`src/core/lfr_pkg.sv`:
```
// constants and carriers for the lf receiver register slice
// assumes an 8-bit register port and one 200 MHz core clock
package lfr_pkg;

  // ***************************************************************
  // register map (index on the address port)
  // ***************************************************************
  localparam logic [2:0] ADDR_STATUS = 3'h0;
  localparam logic [2:0] ADDR_DATA_CTLD = 3'h1;
  localparam logic [2:0] ADDR_IDH_CTLE = 3'h2;
  localparam logic [2:0] ADDR_IDL = 3'h3;
  localparam logic [2:0] ADDR_CONFIG = 3'h5;

  // ***************************************************************
  // field positions
  // ***************************************************************
  localparam int ST_READY_BIT = 7;
  localparam int ST_OVERRUN_BIT = 3;
  localparam int ST_ACK_BIT = 0;
  localparam int CFG_PAGE_BIT = 7;
  localparam int CFG_IRQEN_BIT = 6;
  localparam int CFG_ID_CHECK_SELECT_LSB = 4;
  localparam int CFG_EDGE_LSB = 0;
  localparam int CD_DELAY_LSB = 6;
  localparam int CD_DAMP_BIT = 5;
  localparam int CD_TRIG_LSB = 3;
  localparam int CD_ON_TIME_ERROR_MODE_BIT = 2;
  localparam int CD_CARRIER_LSB = 0;

  // ***************************************************************
  // reset values and encodings
  // ***************************************************************
  localparam logic [2:0] EDGE_CNT_RST = 3'h6;
  localparam logic [3:0] LFSR_RST = 4'h1;
  localparam logic [1:0] ID_OFF = 2'h0;
  localparam logic [1:0] ID_HIGH = 2'h1;
  localparam logic [1:0] ID_LOW = 2'h2;
  localparam logic [1:0] ID_BOTH = 2'h3;
  localparam logic [1:0] TRIG_COUNT = 2'h0;
  localparam logic [1:0] TRIG_RANDOM = 2'h1;
  localparam logic [1:0] TRIG_LOW = 2'h2;
  localparam logic [1:0] TRIG_HIGH = 2'h3;
  localparam logic [1:0] DLY_HALF = 2'h2;
  localparam logic [1:0] DLY_ONE_HALF = 2'h3;
  localparam logic [1:0] CARRIER_SAME = 2'h3;
  localparam logic [1:0] CARRIER_LONG = 2'h0;

  // ***************************************************************
  // timing
  // ***************************************************************
  localparam int CLK_PERIOD_PS = 5000;
  localparam int AZ_HALF_PERIOD_PS = 4000000;
  localparam int AZ_HALF_CYC = AZ_HALF_PERIOD_PS / CLK_PERIOD_PS;
  localparam int SYNC_W = 3;

  // ***************************************************************
  // carriers
  // ***************************************************************
  typedef struct packed {
    logic [2:0] addr;
    logic [7:0] wdata;
    logic wr;
    logic rd;
  } lfr_bus_req_t;

  typedef struct packed {
    logic [SYNC_W-1:0] stage1;
    logic [SYNC_W-1:0] stage2;
  } lfr_sync_t;

  typedef enum logic [1:0] {RX_IDLE, RX_ID, RX_DATA, RX_IGNORE} lfr_rx_state_t;

  typedef struct packed {
    lfr_rx_state_t rxState;
    logic [7:0] shiftReg;
    logic [2:0] bitCnt;
    logic idPhase;
    logic [7:0] rxByte;
    logic byteReady;
    logic overrun;
    logic [7:0] idHigh;
    logic [7:0] idLow;
    logic [2:0] azSeqCtl;
    logic [1:0] releaseDelay;
    logic [1:0] trigMode;
    logic on_time_error_mode;
    logic [1:0] carrierMethod;
    logic pageSel;
    logic irqEnable;
    logic [1:0] idSelect;
    logic [2:0] edgeCount;
    logic [7:0] rdData;
    logic irq;
    logic sumPrev;
    logic [11:0] relCnt;
    logic azCtrl;
    logic dataPrev;
    logic [3:0] edgeSeen;
    logic [3:0] azTarget;
    logic [3:0] lfsr;
    logic azRequest;
    logic onTimeEnd;
    logic sniffReturn;
    logic wakeMcu;
  } lfr_state_t;

endpackage : lfr_pkg

```
`src/core/lfr_regs.sv`:
```
// lf receiver data, identifier and control register slice
// assumes the demodulator delivers bits and message framing on core_clk;
// damping status, demodulated level and summing enable are asynchronous
// Notes on behaviour
// - complete bytes copied to data register, ready set
// - new byte while unread also sets overrun
// - data register ignores writes entirely
// - reading data register clears byte ready
// - data and identifier registers only on page zero
// - sixteen-bit identifier, two bytes, reset to zero
// - mismatching identifier ignores message, mcu stays asleep
// - control d register only on page one
// - sequencer low bits choose auto-zero sequence
// - sequencer bit two shifts sensitivity trim
// - delay auto-zero release after summing enable falls
// - control d bit five shows damping activity
// - trigger field selects auto-zero start condition
// - on-time error mode chooses end or sniff
// - carrier check field selects validation packets
// - acknowledge write clears ready and overrun flags
// - interrupt when ready flag and enable set
module lfr_regs
#(
  parameter int REL_HALF_CYC = lfr_pkg::AZ_HALF_CYC
)
(
  // clock and reset
  input wire logic core_clk,
  input wire logic rst,
  // register port
  input wire lfr_pkg::lfr_bus_req_t busReq,
  output logic [7:0] busRdata,
  // demodulator
  input wire logic msgActive,
  input wire logic rxBitValid,
  input wire logic rxBit,
  input wire logic rxError,
  // analog levels
  input wire logic dampingActive,
  input wire logic demodData,
  input wire logic sumAzEn,
  // analog controls
  output logic [1:0] azSequence,
  output logic trimShift,
  output logic azCtrl,
  output logic azRequest,
  output logic [1:0] carrierMethod,
  // system
  output logic irq,
  output logic wakeMcu,
  output logic onTimeEnd,
  output logic sniffReturn
);

  if (REL_HALF_CYC < 1 || 3 * REL_HALF_CYC > 4095)
  begin : g_bad_param
    $error("REL_HALF_CYC out of range");
  end

  localparam logic [11:0] REL_HALF = REL_HALF_CYC[11:0];
  localparam logic [11:0] REL_ONE_HALF = 12'(3 * REL_HALF_CYC);

  lfr_pkg::lfr_state_t st;
  lfr_pkg::lfr_state_t next_st;
  logic [lfr_pkg::SYNC_W-1:0] syncLvl;
  logic dampSync;
  logic dataSync;
  logic sumSync;
  logic byteDone;
  logic [7:0] doneByte;
  logic [3:0] newTarget;
  logic page0;
  logic page1;

  // ***************************************************************
  // input synchronisers
  // ***************************************************************
  lfr_sync u_sync
  (
    .core_clk(core_clk),
    .rst(rst),
    .asyncIn({sumAzEn, demodData, dampingActive}),
    .syncOut(syncLvl)
  );

  assign dampSync = syncLvl[0];
  assign dataSync = syncLvl[1];
  assign sumSync = syncLvl[2];
  assign page0 = !st.pageSel;
  assign page1 = st.pageSel;

  // ***************************************************************
  // next state
  // ***************************************************************
  always_comb
  begin
    next_st = st;
    next_st.rdData = 8'h00;
    next_st.azRequest = 1'b0;
    next_st.onTimeEnd = 1'b0;
    next_st.sniffReturn = 1'b0;
    next_st.wakeMcu = 1'b0;
    byteDone = 1'b0;
    doneByte = {st.shiftReg[6:0], rxBit};
    newTarget = 4'h0;

    // byte assembly and identifier filter
    case (st.rxState)
      lfr_pkg::RX_IDLE:
      begin
        if (msgActive)
        begin
          next_st.bitCnt = 3'h0;
          next_st.idPhase = 1'b0;
          next_st.rxState = (st.idSelect == lfr_pkg::ID_OFF) ?
                            lfr_pkg::RX_DATA : lfr_pkg::RX_ID;
        end
      end
      lfr_pkg::RX_ID:
      begin
        if (!msgActive)
        begin
          next_st.rxState = lfr_pkg::RX_IDLE;
        end
        else if (rxBitValid)
        begin
          next_st.shiftReg = doneByte;
          next_st.bitCnt = st.bitCnt + 3'h1;
          if (st.bitCnt == 3'h7)
          begin
            if (st.idPhase)
            begin
              next_st.rxState = (doneByte == st.idLow) ?
                                lfr_pkg::RX_DATA : lfr_pkg::RX_IGNORE;
            end
            else if (st.idSelect == lfr_pkg::ID_LOW)
            begin
              next_st.rxState = (doneByte == st.idLow) ?
                                lfr_pkg::RX_DATA : lfr_pkg::RX_IGNORE;
            end
            else if (doneByte != st.idHigh)
            begin
              next_st.rxState = lfr_pkg::RX_IGNORE;
            end
            else if (st.idSelect == lfr_pkg::ID_BOTH)
            begin
              next_st.idPhase = 1'b1;
            end
            else
            begin
              next_st.rxState = lfr_pkg::RX_DATA;
            end
            next_st.wakeMcu = (next_st.rxState == lfr_pkg::RX_DATA);
          end
        end
      end
      lfr_pkg::RX_DATA:
      begin
        if (!msgActive)
        begin
          next_st.rxState = lfr_pkg::RX_IDLE;
        end
        else if (rxBitValid)
        begin
          next_st.shiftReg = doneByte;
          next_st.bitCnt = st.bitCnt + 3'h1;
          byteDone = (st.bitCnt == 3'h7);
        end
      end
      lfr_pkg::RX_IGNORE:
      begin
        if (!msgActive)
        begin
          next_st.rxState = lfr_pkg::RX_IDLE;
        end
      end
      default:
      begin
        next_st.rxState = lfr_pkg::RX_IDLE;
      end
    endcase

    // flag clears first so that a completing byte wins
    if (busReq.wr && page0 && busReq.addr == lfr_pkg::ADDR_STATUS &&
        busReq.wdata[lfr_pkg::ST_ACK_BIT])
    begin
      next_st.byteReady = 1'b0;
      next_st.overrun = 1'b0;
    end
    if (busReq.rd && page0 && busReq.addr == lfr_pkg::ADDR_DATA_CTLD)
    begin
      next_st.byteReady = 1'b0;
    end
    if (byteDone)
    begin
      next_st.rxByte = doneByte;
      next_st.byteReady = 1'b1;
      if (st.byteReady)
      begin
        next_st.overrun = 1'b1;
      end
    end

    // register writes; the data register has no write path
    if (busReq.wr)
    begin
      case (busReq.addr)
        lfr_pkg::ADDR_DATA_CTLD:
        begin
          if (page1)
          begin
            next_st.releaseDelay = busReq.wdata[lfr_pkg::CD_DELAY_LSB +: 2];
            next_st.trigMode = busReq.wdata[lfr_pkg::CD_TRIG_LSB +: 2];
            next_st.on_time_error_mode = busReq.wdata[lfr_pkg::CD_ON_TIME_ERROR_MODE_BIT];
            next_st.carrierMethod = busReq.wdata[lfr_pkg::CD_CARRIER_LSB +: 2];
          end
        end
        lfr_pkg::ADDR_IDH_CTLE:
        begin
          if (page0)
          begin
            next_st.idHigh = busReq.wdata;
          end
          else
          begin
            next_st.azSeqCtl = busReq.wdata[2:0];
          end
        end
        lfr_pkg::ADDR_IDL:
        begin
          if (page0)
          begin
            next_st.idLow = busReq.wdata;
          end
        end
        lfr_pkg::ADDR_CONFIG:
        begin
          next_st.pageSel = busReq.wdata[lfr_pkg::CFG_PAGE_BIT];
          next_st.irqEnable = busReq.wdata[lfr_pkg::CFG_IRQEN_BIT];
          next_st.idSelect = busReq.wdata[lfr_pkg::CFG_ID_CHECK_SELECT_LSB +: 2];
          next_st.edgeCount = busReq.wdata[lfr_pkg::CFG_EDGE_LSB +: 3];
        end
        default:
        begin
        end
      endcase
    end

    // register reads, data one cycle later
    if (busReq.rd)
    begin
      case (busReq.addr)
        lfr_pkg::ADDR_STATUS:
        begin
          if (page0)
          begin
            next_st.rdData[lfr_pkg::ST_READY_BIT] = st.byteReady;
            next_st.rdData[lfr_pkg::ST_OVERRUN_BIT] = st.overrun;
          end
        end
        lfr_pkg::ADDR_DATA_CTLD:
        begin
          if (page0)
          begin
            next_st.rdData = st.rxByte;
          end
          else
          begin
            next_st.rdData[lfr_pkg::CD_DELAY_LSB +: 2] = st.releaseDelay;
            next_st.rdData[lfr_pkg::CD_DAMP_BIT] = dampSync;
            next_st.rdData[lfr_pkg::CD_TRIG_LSB +: 2] = st.trigMode;
            next_st.rdData[lfr_pkg::CD_ON_TIME_ERROR_MODE_BIT] = st.on_time_error_mode;
            next_st.rdData[lfr_pkg::CD_CARRIER_LSB +: 2] = st.carrierMethod;
          end
        end
        lfr_pkg::ADDR_IDH_CTLE:
        begin
          next_st.rdData = page0 ? st.idHigh : {5'h00, st.azSeqCtl};
        end
        lfr_pkg::ADDR_IDL:
        begin
          next_st.rdData = page0 ? st.idLow : 8'h00;
        end
        lfr_pkg::ADDR_CONFIG:
        begin
          next_st.rdData[lfr_pkg::CFG_PAGE_BIT] = st.pageSel;
          next_st.rdData[lfr_pkg::CFG_IRQEN_BIT] = st.irqEnable;
          next_st.rdData[lfr_pkg::CFG_ID_CHECK_SELECT_LSB +: 2] = st.idSelect;
          next_st.rdData[lfr_pkg::CFG_EDGE_LSB +: 3] = st.edgeCount;
        end
        default:
        begin
        end
      endcase
    end

    next_st.irq = st.byteReady && st.irqEnable;

    // auto-zero release: rise follows at once, fall may be held off
    next_st.sumPrev = sumSync;
    if (sumSync)
    begin
      next_st.azCtrl = 1'b1;
      next_st.relCnt = 12'h000;
    end
    else if (st.sumPrev)
    begin
      case (st.releaseDelay)
        lfr_pkg::DLY_HALF: next_st.relCnt = REL_HALF;
        lfr_pkg::DLY_ONE_HALF: next_st.relCnt = REL_ONE_HALF;
        default: next_st.azCtrl = 1'b0;
      endcase
    end
    else if (st.relCnt != 12'h000)
    begin
      next_st.relCnt = st.relCnt - 12'h001;
      if (st.relCnt == 12'h001)
      begin
        next_st.azCtrl = 1'b0;
      end
    end

    // auto-zero trigger on demodulated edges during data reception
    next_st.dataPrev = dataSync;
    if (st.rxState != lfr_pkg::RX_DATA)
    begin
      next_st.edgeSeen = 4'h0;
      next_st.azTarget = {1'b0, st.edgeCount};
    end
    else
    begin
      if (dataSync != st.dataPrev && st.edgeSeen != 4'hf)
      begin
        next_st.edgeSeen = st.edgeSeen + 4'h1;
      end
      if (st.edgeSeen >= st.azTarget &&
          (st.trigMode == lfr_pkg::TRIG_COUNT || st.trigMode == lfr_pkg::TRIG_RANDOM ||
           (st.trigMode == lfr_pkg::TRIG_LOW && !dataSync) ||
           (st.trigMode == lfr_pkg::TRIG_HIGH && dataSync)))
      begin
        next_st.azRequest = 1'b1;
        next_st.edgeSeen = 4'h0;
        next_st.lfsr = {st.lfsr[2:0], st.lfsr[3] ^ st.lfsr[2]};
        newTarget = {1'b0, st.edgeCount};
        if (st.trigMode == lfr_pkg::TRIG_RANDOM)
        begin
          case (st.lfsr[1:0])
            2'h0: newTarget = newTarget - 4'h1;
            2'h1: newTarget = newTarget;
            default: newTarget = newTarget + 4'h1;
          endcase
        end
        next_st.azTarget = (newTarget == 4'h0 || newTarget == 4'hf) ? 4'h1 : newTarget;
      end
    end

    // receive error behaviour
    if (rxError)
    begin
      next_st.onTimeEnd = !st.on_time_error_mode;
      next_st.sniffReturn = st.on_time_error_mode;
    end
  end

  always_ff @(posedge core_clk)
  begin
    if (rst)
    begin
      st <= '0;
      st.edgeCount <= lfr_pkg::EDGE_CNT_RST;
      st.azTarget <= {1'b0, lfr_pkg::EDGE_CNT_RST};
      st.lfsr <= lfr_pkg::LFSR_RST;
    end
    else
    begin
      st <= next_st;
    end
  end

  // ***************************************************************
  // outputs
  // ***************************************************************
  assign busRdata = st.rdData;
  assign azSequence = st.azSeqCtl[1:0];
  assign trimShift = st.azSeqCtl[2];
  assign azCtrl = st.azCtrl;
  assign azRequest = st.azRequest;
  assign carrierMethod = st.carrierMethod;
  assign irq = st.irq;
  assign wakeMcu = st.wakeMcu;
  assign onTimeEnd = st.onTimeEnd;
  assign sniffReturn = st.sniffReturn;

  // ***************************************************************
  // assertions
  // ***************************************************************
  property p_ready_set;
    @(posedge core_clk) disable iff (rst) byteDone |=> st.byteReady && st.rxByte == $past(doneByte);
  endproperty
  a_ready_set: assert property (p_ready_set) else $error("byte ready not set");

  property p_overrun;
    @(posedge core_clk) disable iff (rst) byteDone && st.byteReady |=> st.overrun;
  endproperty
  a_overrun: assert property (p_overrun) else $error("overrun not set");

  property p_data_ro;
    @(posedge core_clk) disable iff (rst)
      busReq.wr && !byteDone |=> st.rxByte == $past(st.rxByte);
  endproperty
  a_data_ro: assert property (p_data_ro) else $error("data register changed on write");

  property p_read_clear;
    @(posedge core_clk) disable iff (rst)
      busReq.rd && page0 && busReq.addr == lfr_pkg::ADDR_DATA_CTLD && !byteDone
      |=> !st.byteReady && busRdata == $past(st.rxByte);
  endproperty
  a_read_clear: assert property (p_read_clear) else $error("read did not clear ready");

  property p_page_gate;
    @(posedge core_clk) disable iff (rst)
      busReq.wr && page1 && busReq.addr != lfr_pkg::ADDR_CONFIG
      |=> st.idHigh == $past(st.idHigh) && st.idLow == $past(st.idLow);
  endproperty
  a_page_gate: assert property (p_page_gate) else $error("identifier written on page one");

  property p_id_reset;
    @(posedge core_clk) disable iff (rst) $fell(rst) |-> st.idHigh == 8'h00 && st.idLow == 8'h00;
  endproperty
  a_id_reset: assert property (p_id_reset) else $error("identifier not cleared");

  property p_ignore;
    @(posedge core_clk) disable iff (rst) st.rxState == lfr_pkg::RX_IGNORE |=> !$rose(st.byteReady);
  endproperty
  a_ignore: assert property (p_ignore) else $error("byte taken from ignored message");

  property p_damp_read;
    @(posedge core_clk) disable iff (rst)
      busReq.rd && page1 && busReq.addr == lfr_pkg::ADDR_DATA_CTLD
      |=> busRdata[lfr_pkg::CD_DAMP_BIT] == $past(dampSync);
  endproperty
  a_damp_read: assert property (p_damp_read) else $error("damping status misread");

  property p_release_half;
    @(posedge core_clk) disable iff (rst)
      st.sumPrev && !sumSync && st.releaseDelay[1]
      |=> azCtrl && st.relCnt == ($past(st.releaseDelay[0]) ? REL_ONE_HALF : REL_HALF);
  endproperty
  a_release_half: assert property (p_release_half) else $error("release delay wrong");

  property p_release_none;
    @(posedge core_clk) disable iff (rst)
      st.sumPrev && !sumSync && !st.releaseDelay[1] |=> !azCtrl;
  endproperty
  a_release_none: assert property (p_release_none) else $error("release not immediate");

  property p_release_count;
    @(posedge core_clk) disable iff (rst)
      st.relCnt != 12'h000 && !sumSync
      |=> st.relCnt == $past(st.relCnt) - 12'h001 && azCtrl == (st.relCnt != 12'h000);
  endproperty
  a_release_count: assert property (p_release_count) else $error("release count wrong");

  property p_trig_low;
    @(posedge core_clk) disable iff (rst)
      azRequest && $past(st.trigMode) == lfr_pkg::TRIG_LOW |-> !$past(dataSync);
  endproperty
  a_trig_low: assert property (p_trig_low) else $error("auto-zero started with data high");

  property p_on_mode;
    @(posedge core_clk) disable iff (rst) rxError |=> (sniffReturn != onTimeEnd) &&
      (sniffReturn == $past(st.on_time_error_mode));
  endproperty
  a_on_mode: assert property (p_on_mode) else $error("error response wrong");

  property p_ack;
    @(posedge core_clk) disable iff (rst)
      busReq.wr && page0 && busReq.addr == lfr_pkg::ADDR_STATUS &&
      busReq.wdata[lfr_pkg::ST_ACK_BIT] && !byteDone |=> !st.byteReady && !st.overrun;
  endproperty
  a_ack: assert property (p_ack) else $error("acknowledge did not clear flags");

  property p_irq;
    @(posedge core_clk) disable iff (rst) st.byteReady && st.irqEnable |=> irq;
  endproperty
  a_irq: assert property (p_irq) else $error("interrupt missing");

  c_byte: cover property (@(posedge core_clk) disable iff (rst) $rose(st.byteReady));
  c_overrun: cover property (@(posedge core_clk) disable iff (rst) $rose(st.overrun));
  c_wake: cover property (@(posedge core_clk) disable iff (rst) wakeMcu);
  c_az: cover property (@(posedge core_clk) disable iff (rst) azRequest);

endmodule : lfr_regs

```
`src/core/lfr_sync.sv`:
```
// two-flop synchroniser for the analog status levels
// assumes levels that change slowly against the core clock
module lfr_sync
(
  // clock and reset
  input wire logic core_clk,
  input wire logic rst,
  // levels
  input wire logic [lfr_pkg::SYNC_W-1:0] asyncIn,
  output logic [lfr_pkg::SYNC_W-1:0] syncOut
);

  lfr_pkg::lfr_sync_t st;
  lfr_pkg::lfr_sync_t next_st;

  always_comb
  begin
    next_st.stage1 = asyncIn;
    next_st.stage2 = st.stage1;
  end

  always_ff @(posedge core_clk)
  begin
    if (rst)
    begin
      st <= '0;
    end
    else
    begin
      st <= next_st;
    end
  end

  assign syncOut = st.stage2;

endmodule : lfr_sync

```
`config.mk`:
```
export PLATFORM = sky130hd
export DESIGN_NAME = lfr_regs
export DESIGN_NICKNAME = d
export VERILOG_FILES = /design/src/core/lfr_pkg.sv /design/src/core/lfr_regs.sv /design/src/core/lfr_sync.sv
export SDC_FILE = /design/constraint.sdc
export NUM_CORES = 1
export LEC_CHECK = 0
export BUFFER_PORTS_ARGS = -buffer_cell sky130_fd_sc_hd__buf_4
export CAP_MARGIN = 30
export CELL_PAD_IN_SITES_DETAIL_PLACEMENT = 1
export CELL_PAD_IN_SITES_GLOBAL_PLACEMENT = 2
export CORE_ASPECT_RATIO = 0.6
export CORE_UTILIZATION = 40
export DETAILED_ROUTE_END_ITERATION = 8
export PLACE_DENSITY = 0.95
export SLEW_MARGIN = 20
export SYNTH_ARGS = -nofsm -noshare
export SYNTH_HDL_FRONTEND = slang
export SYNTH_SLANG_ARGS = --single-unit
```
`constraint.sdc`:
```
create_clock -name core_clk -period 3.2 [get_ports core_clk]
set_input_delay 0.64 -clock core_clk [delete_from_list [all_inputs] [get_ports core_clk]]
set_output_delay 0.64 -clock core_clk [all_outputs]
set_load 0.005 [all_outputs]
```
==> flow_summary_export.csv <==
group,metric,value,unit
status,status,"finished, violations left",
status,violations,"design-rule violations",
floorplanning,die_y,88.18,µm
global_routing,grt_pass1_wl,22810,µm
logic_synthesis,synthesis.instances,565,
worst_setup_path,crit_type,"reg2reg",
logic_synthesis,ys_dominant_reg_cell,"dfxtp_1",
clocking,numCtsBuffers,9,
logic_synthesis,synth_top_cell_by_area,"dfxtp_1",
route,wl_per_cell,18.56,µm
timing,finClkSkew,0.007870,ns
final_layout,fillers,1432,
final_layout,area_growth,13.39,%
route,drt_iter0_markers,235,
timing,fin_crit_sh,79.02,%
global_routing,overflow,0,
clocking,cts_resized,0,
final_layout,antenna_cells,0,
place,post-place-ws,0.7345,ns
clocking,clock_latency,0.34,ns
clocking,htreeDepth,3,
floorplanning,coreArea,12060,µm²
logic_synthesis,yosys_warnings,0,
worst_setup_path,rrSetupSlack,0.67,ns
logic_synthesis,synth_edf_count,0,
worst_setup_path,r2r_cells,7,
global_routing,antenna_found_initial,0,
worst_setup_path,critPathMaxFanout,8,
logic_synthesis,synth-seq-cells,102,
global_routing,grt_max_degree,67,
power,ir_worst_vdd,324.8,µV
clocking,cts_hold_buf,0,
clocking,root_buffer,"clkbuf_16",
flow_run,maxCapViolCount,0,
logic_synthesis,synth_nets,601,
clocking,cts_setup_buffers,0,
place,post_dp_cell_area,5290,µm²
floorplanning,fp.dieW,145.6,µm
clocking,clkTransAtPathRegs,0.07,ns
worst_hold_path,holdPathStages,1,
timing,fin_crit,2.529,ns
floorplanning,io_pins,41,
final_layout,nNetsFinal,619,
logic_synthesis,syn_area,4951,µm²
clocking,cts_tree,"yes",
power,finalPower,0.003364,W
clocking,clk_path_buf_depth,2,
floorplanning,start_util,41.04,%
worst_setup_path,critPathLaunchType,"register",
power,p_leak,2.207,nW
worst_setup_path,cp.required,3.46,ns
route,drc_errors,2,
timing,setup-tns-final,0,ns
timing,finalWorstSetupSlack,0.6713,ns
timing,setup_violations,0,
logic_synthesis,ys_seq_area_share,41.24,%
floorplanning,dieArea,12840,µm²
floorplanning,rows,31,
worst_setup_path,cp-startpoint,"st[5]$_SDFFE_PP0P_",
route,first_pass_iters,7,
logic_synthesis,ys_types,63,
worst_setup_path,path_cells,"nor2_1 -> xor2_1 -> ha_1 -> mux2_1 -> or3_1 -> a211o_1 -> a311oi_2",
timing,slew_violations,0,
worst_setup_path,timing.rr.end,"st[8]$_SDFFE_PP0P_",
timing,max_freq,395.5,MHz
logic_synthesis,synth_common_cells,"dfxtp_1, nor2_1, nand2_1",
route,wl,13970,µm
final_layout,final_util,46.54,%
final_layout,postLayoutCellArea,5614,µm²
timing,slew_headroom,43.12,%
route,ant_nets,0,
logic_synthesis,synthArstFlopShare,0,%
logic_synthesis,synthTopCellsByArea,"dfxtp_1, mux2i_1, nor2_1",
worst_setup_path,timing.rr.start,"st[5]$_SDFFE_PP0P_",
worst_setup_path,crit_end,"st[8]$_SDFFE_PP0P_",
final_layout,multiInputGateArea,2674,µm²
worst_setup_path,cpMaxStageDelayCell,"dfxtp_1",
timing,hold_viol_final,0,
final_layout,drive_above_1_share,12.41,%
place,dp_hpwl,10340,µm
timing,tightestPinTransition,0.8475,ns
logic_synthesis,synthMostInstantiatedCell,"dfxtp_1",
worst_setup_path,critPathMaxStageDelay,0.39,ns
global_routing,grt_pass1_vias,4269,
place,port_buffers,40,
timing,rsz0062_at_grt,"no",
power,power.density,599.2,nW/µm²
logic_synthesis,avgSynthCellArea,8.763,µm²
route,viasPerCell,5.518,
logic_synthesis,synth_top_area_share,41.24,%
worst_hold_path,hold_path_class,"reg2reg",
place,place_congestion,0.8689,
worst_setup_path,crit_path_end_kind,"register",
worst_setup_path,cp_data_arrival_time,2.79,ns
final_layout,seqCellArea,2042,µm²
route,num_vias,4155,
clocking,clkSinkCount,102,
global_routing,grt_use_total,23.00,%
[layout make-up]
cell class	count	share of cell area [%]
Multi-Input combinational cell	415	47.63
Clock inverter	5	1.449
Timing Repair Buffer	43	5.750
Tap cell	165	3.677
Sequential cell	102	36.37
Inverter	12	0.8023
Clock buffer	11	4.324
[power breakdown]
part / total (W) / internal, W / switching, W
clock: 0.00121 / 0.000710 / 0.000496
sequential: 0.00145 / 0.00135 / 0.0000993
combinational: 0.000711 / 0.000301 / 0.000410
total: 0.00336 / 0.00236 / 0.00101
[worst min-delay path by stage]
| stage | start | end | slack [ns] |
|---|---|---|---|
| CTS | u_sync.next_st[2]$_SDFF_PP0_ | u_sync.syncOut[2]$_SDFF_PP0_ | 0.45 |
| floorplan | u_sync.next_st[0]$_SDFF_PP0_ | u_sync.syncOut[0]$_SDFF_PP0_ | 0.41 |
| detailed placement | u_sync.next_st[1]$_SDFF_PP0_ | u_sync.syncOut[1]$_SDFF_PP0_ | 0.43 |
| global route | u_sync.next_st[2]$_SDFF_PP0_ | u_sync.syncOut[2]$_SDFF_PP0_ | 0.46 |
| finish | u_sync.next_st[2]$_SDFF_PP0_ | u_sync.syncOut[2]$_SDFF_PP0_ | 0.44 |
| global placement | u_sync.next_st[1]$_SDFF_PP0_ | u_sync.syncOut[1]$_SDFF_PP0_ | 0.42 |
[routing by layer]
metal | global-route usage, % | routed length [µm] | part of all wire (%) | up-vias
met5 | 0 | 0 | 0 | -
met1 | 31.65 | 7201 | 52 | 2077
met4 | 5.072 | 110 | 0.79 | 0
met2 | 37.37 | 6155 | 44 | 67
li1 | - | - | - | 2001
met3 | 4.844 | 505 | 3.6 | 10
[worst max-delay path: cells and delay by family (launching register included)]
| family | cells | cell delay, ns |
|---|---|---|
| adders and majority gates | 1 | 0.30 |
| and+or+nand+nor | 2 | 0.57 |
| muxes | 1 | 0.37 |
| DFF | 1 | 0.39 |
| AOI/OAI and AO/OA | 2 | 0.59 |
| xor gates and xnor gates | 1 | 0.22 |
[flip-flops by register name, indices dropped and copies added, names as in the netlist]
name            cells
carrierMethod       2
u_sync.next_st      3
doneByte            7
page1               1
azSequence          2
onTimeEnd           1
st                 69
wakeMcu             1
sniffReturn         1
azCtrl              1
busRdata            8
irq                 1
u_sync.syncOut      3
azRequest           1
trimShift           1
[placed cells by master (no fill, tap or decap), types with 3 or more instances in the layout]
| master | netlist | layout |
|---|---|---|
| xnor2_1 | 22 | 22 |
| nand2b_1 | 4 | 4 |
| or3_1 | 3 | 3 |
| mux2i_1 | 42 | 42 |
| nor2_1 | 79 | 79 |
| nor4_1 | 7 | 7 |
| a211o_1 | 3 | 3 |
| a31oi_1 | 5 | 5 |
| nand2_1 | 64 | 64 |
| nor2b_1 | 13 | 13 |
| nand3_1 | 14 | 14 |
| mux2_2 | 7 | 7 |
| a222oi_1 | 3 | 3 |
| inv_1 | 12 | 12 |
| and2_1 | 3 | 3 |
| buf_4 | 12 | 43 |
| and3_1 | 3 | 3 |
| a32oi_1 | 3 | 3 |
| or4_1 | 6 | 6 |
| ha_1 | 14 | 14 |
| o21ai_0 | 13 | 13 |
| dfxtp_1 | 102 | 102 |
| nor3b_1 | 3 | 3 |
| o211ai_1 | 4 | 4 |
| a21oi_1 | 36 | 36 |
| o21ai_1 | 3 | 3 |
| xor2_1 | 6 | 6 |
| nand4_1 | 4 | 4 |
| nor3_1 | 10 | 10 |
| clkbuf_16 | 0 | 9 |
| a22o_1 | 6 | 6 |
[logic make-up (layout without fill, tap and decap cells)]
| group | after synthesis | count (layout) | synth area share [%] |
|---|---|---|---|
| xor gates and xnor gates | 28 | 28 | 4.953 |
| buffers and inverters | 48 | 71 | 4.751 |
| and+or+nand+nor | 225 | 225 | 21.41 |
| muxes | 51 | 51 | 10.77 |
| AOI/OAI and AO/OA | 97 | 97 | 13.34 |
| DFF | 102 | 102 | 41.24 |
| adders and majority gates | 14 | 14 | 3.538 |
[metrics by stage]
step	std cells	hold WS [ns]
finish	753	0.4444
global route	753	0.4600
CTS	753	0.4472
detailed placement	737	0.4324
global placement	737	0.4195
floorplan	565	0.4138
No activity file was read; power rests on OpenSTA's default activity.
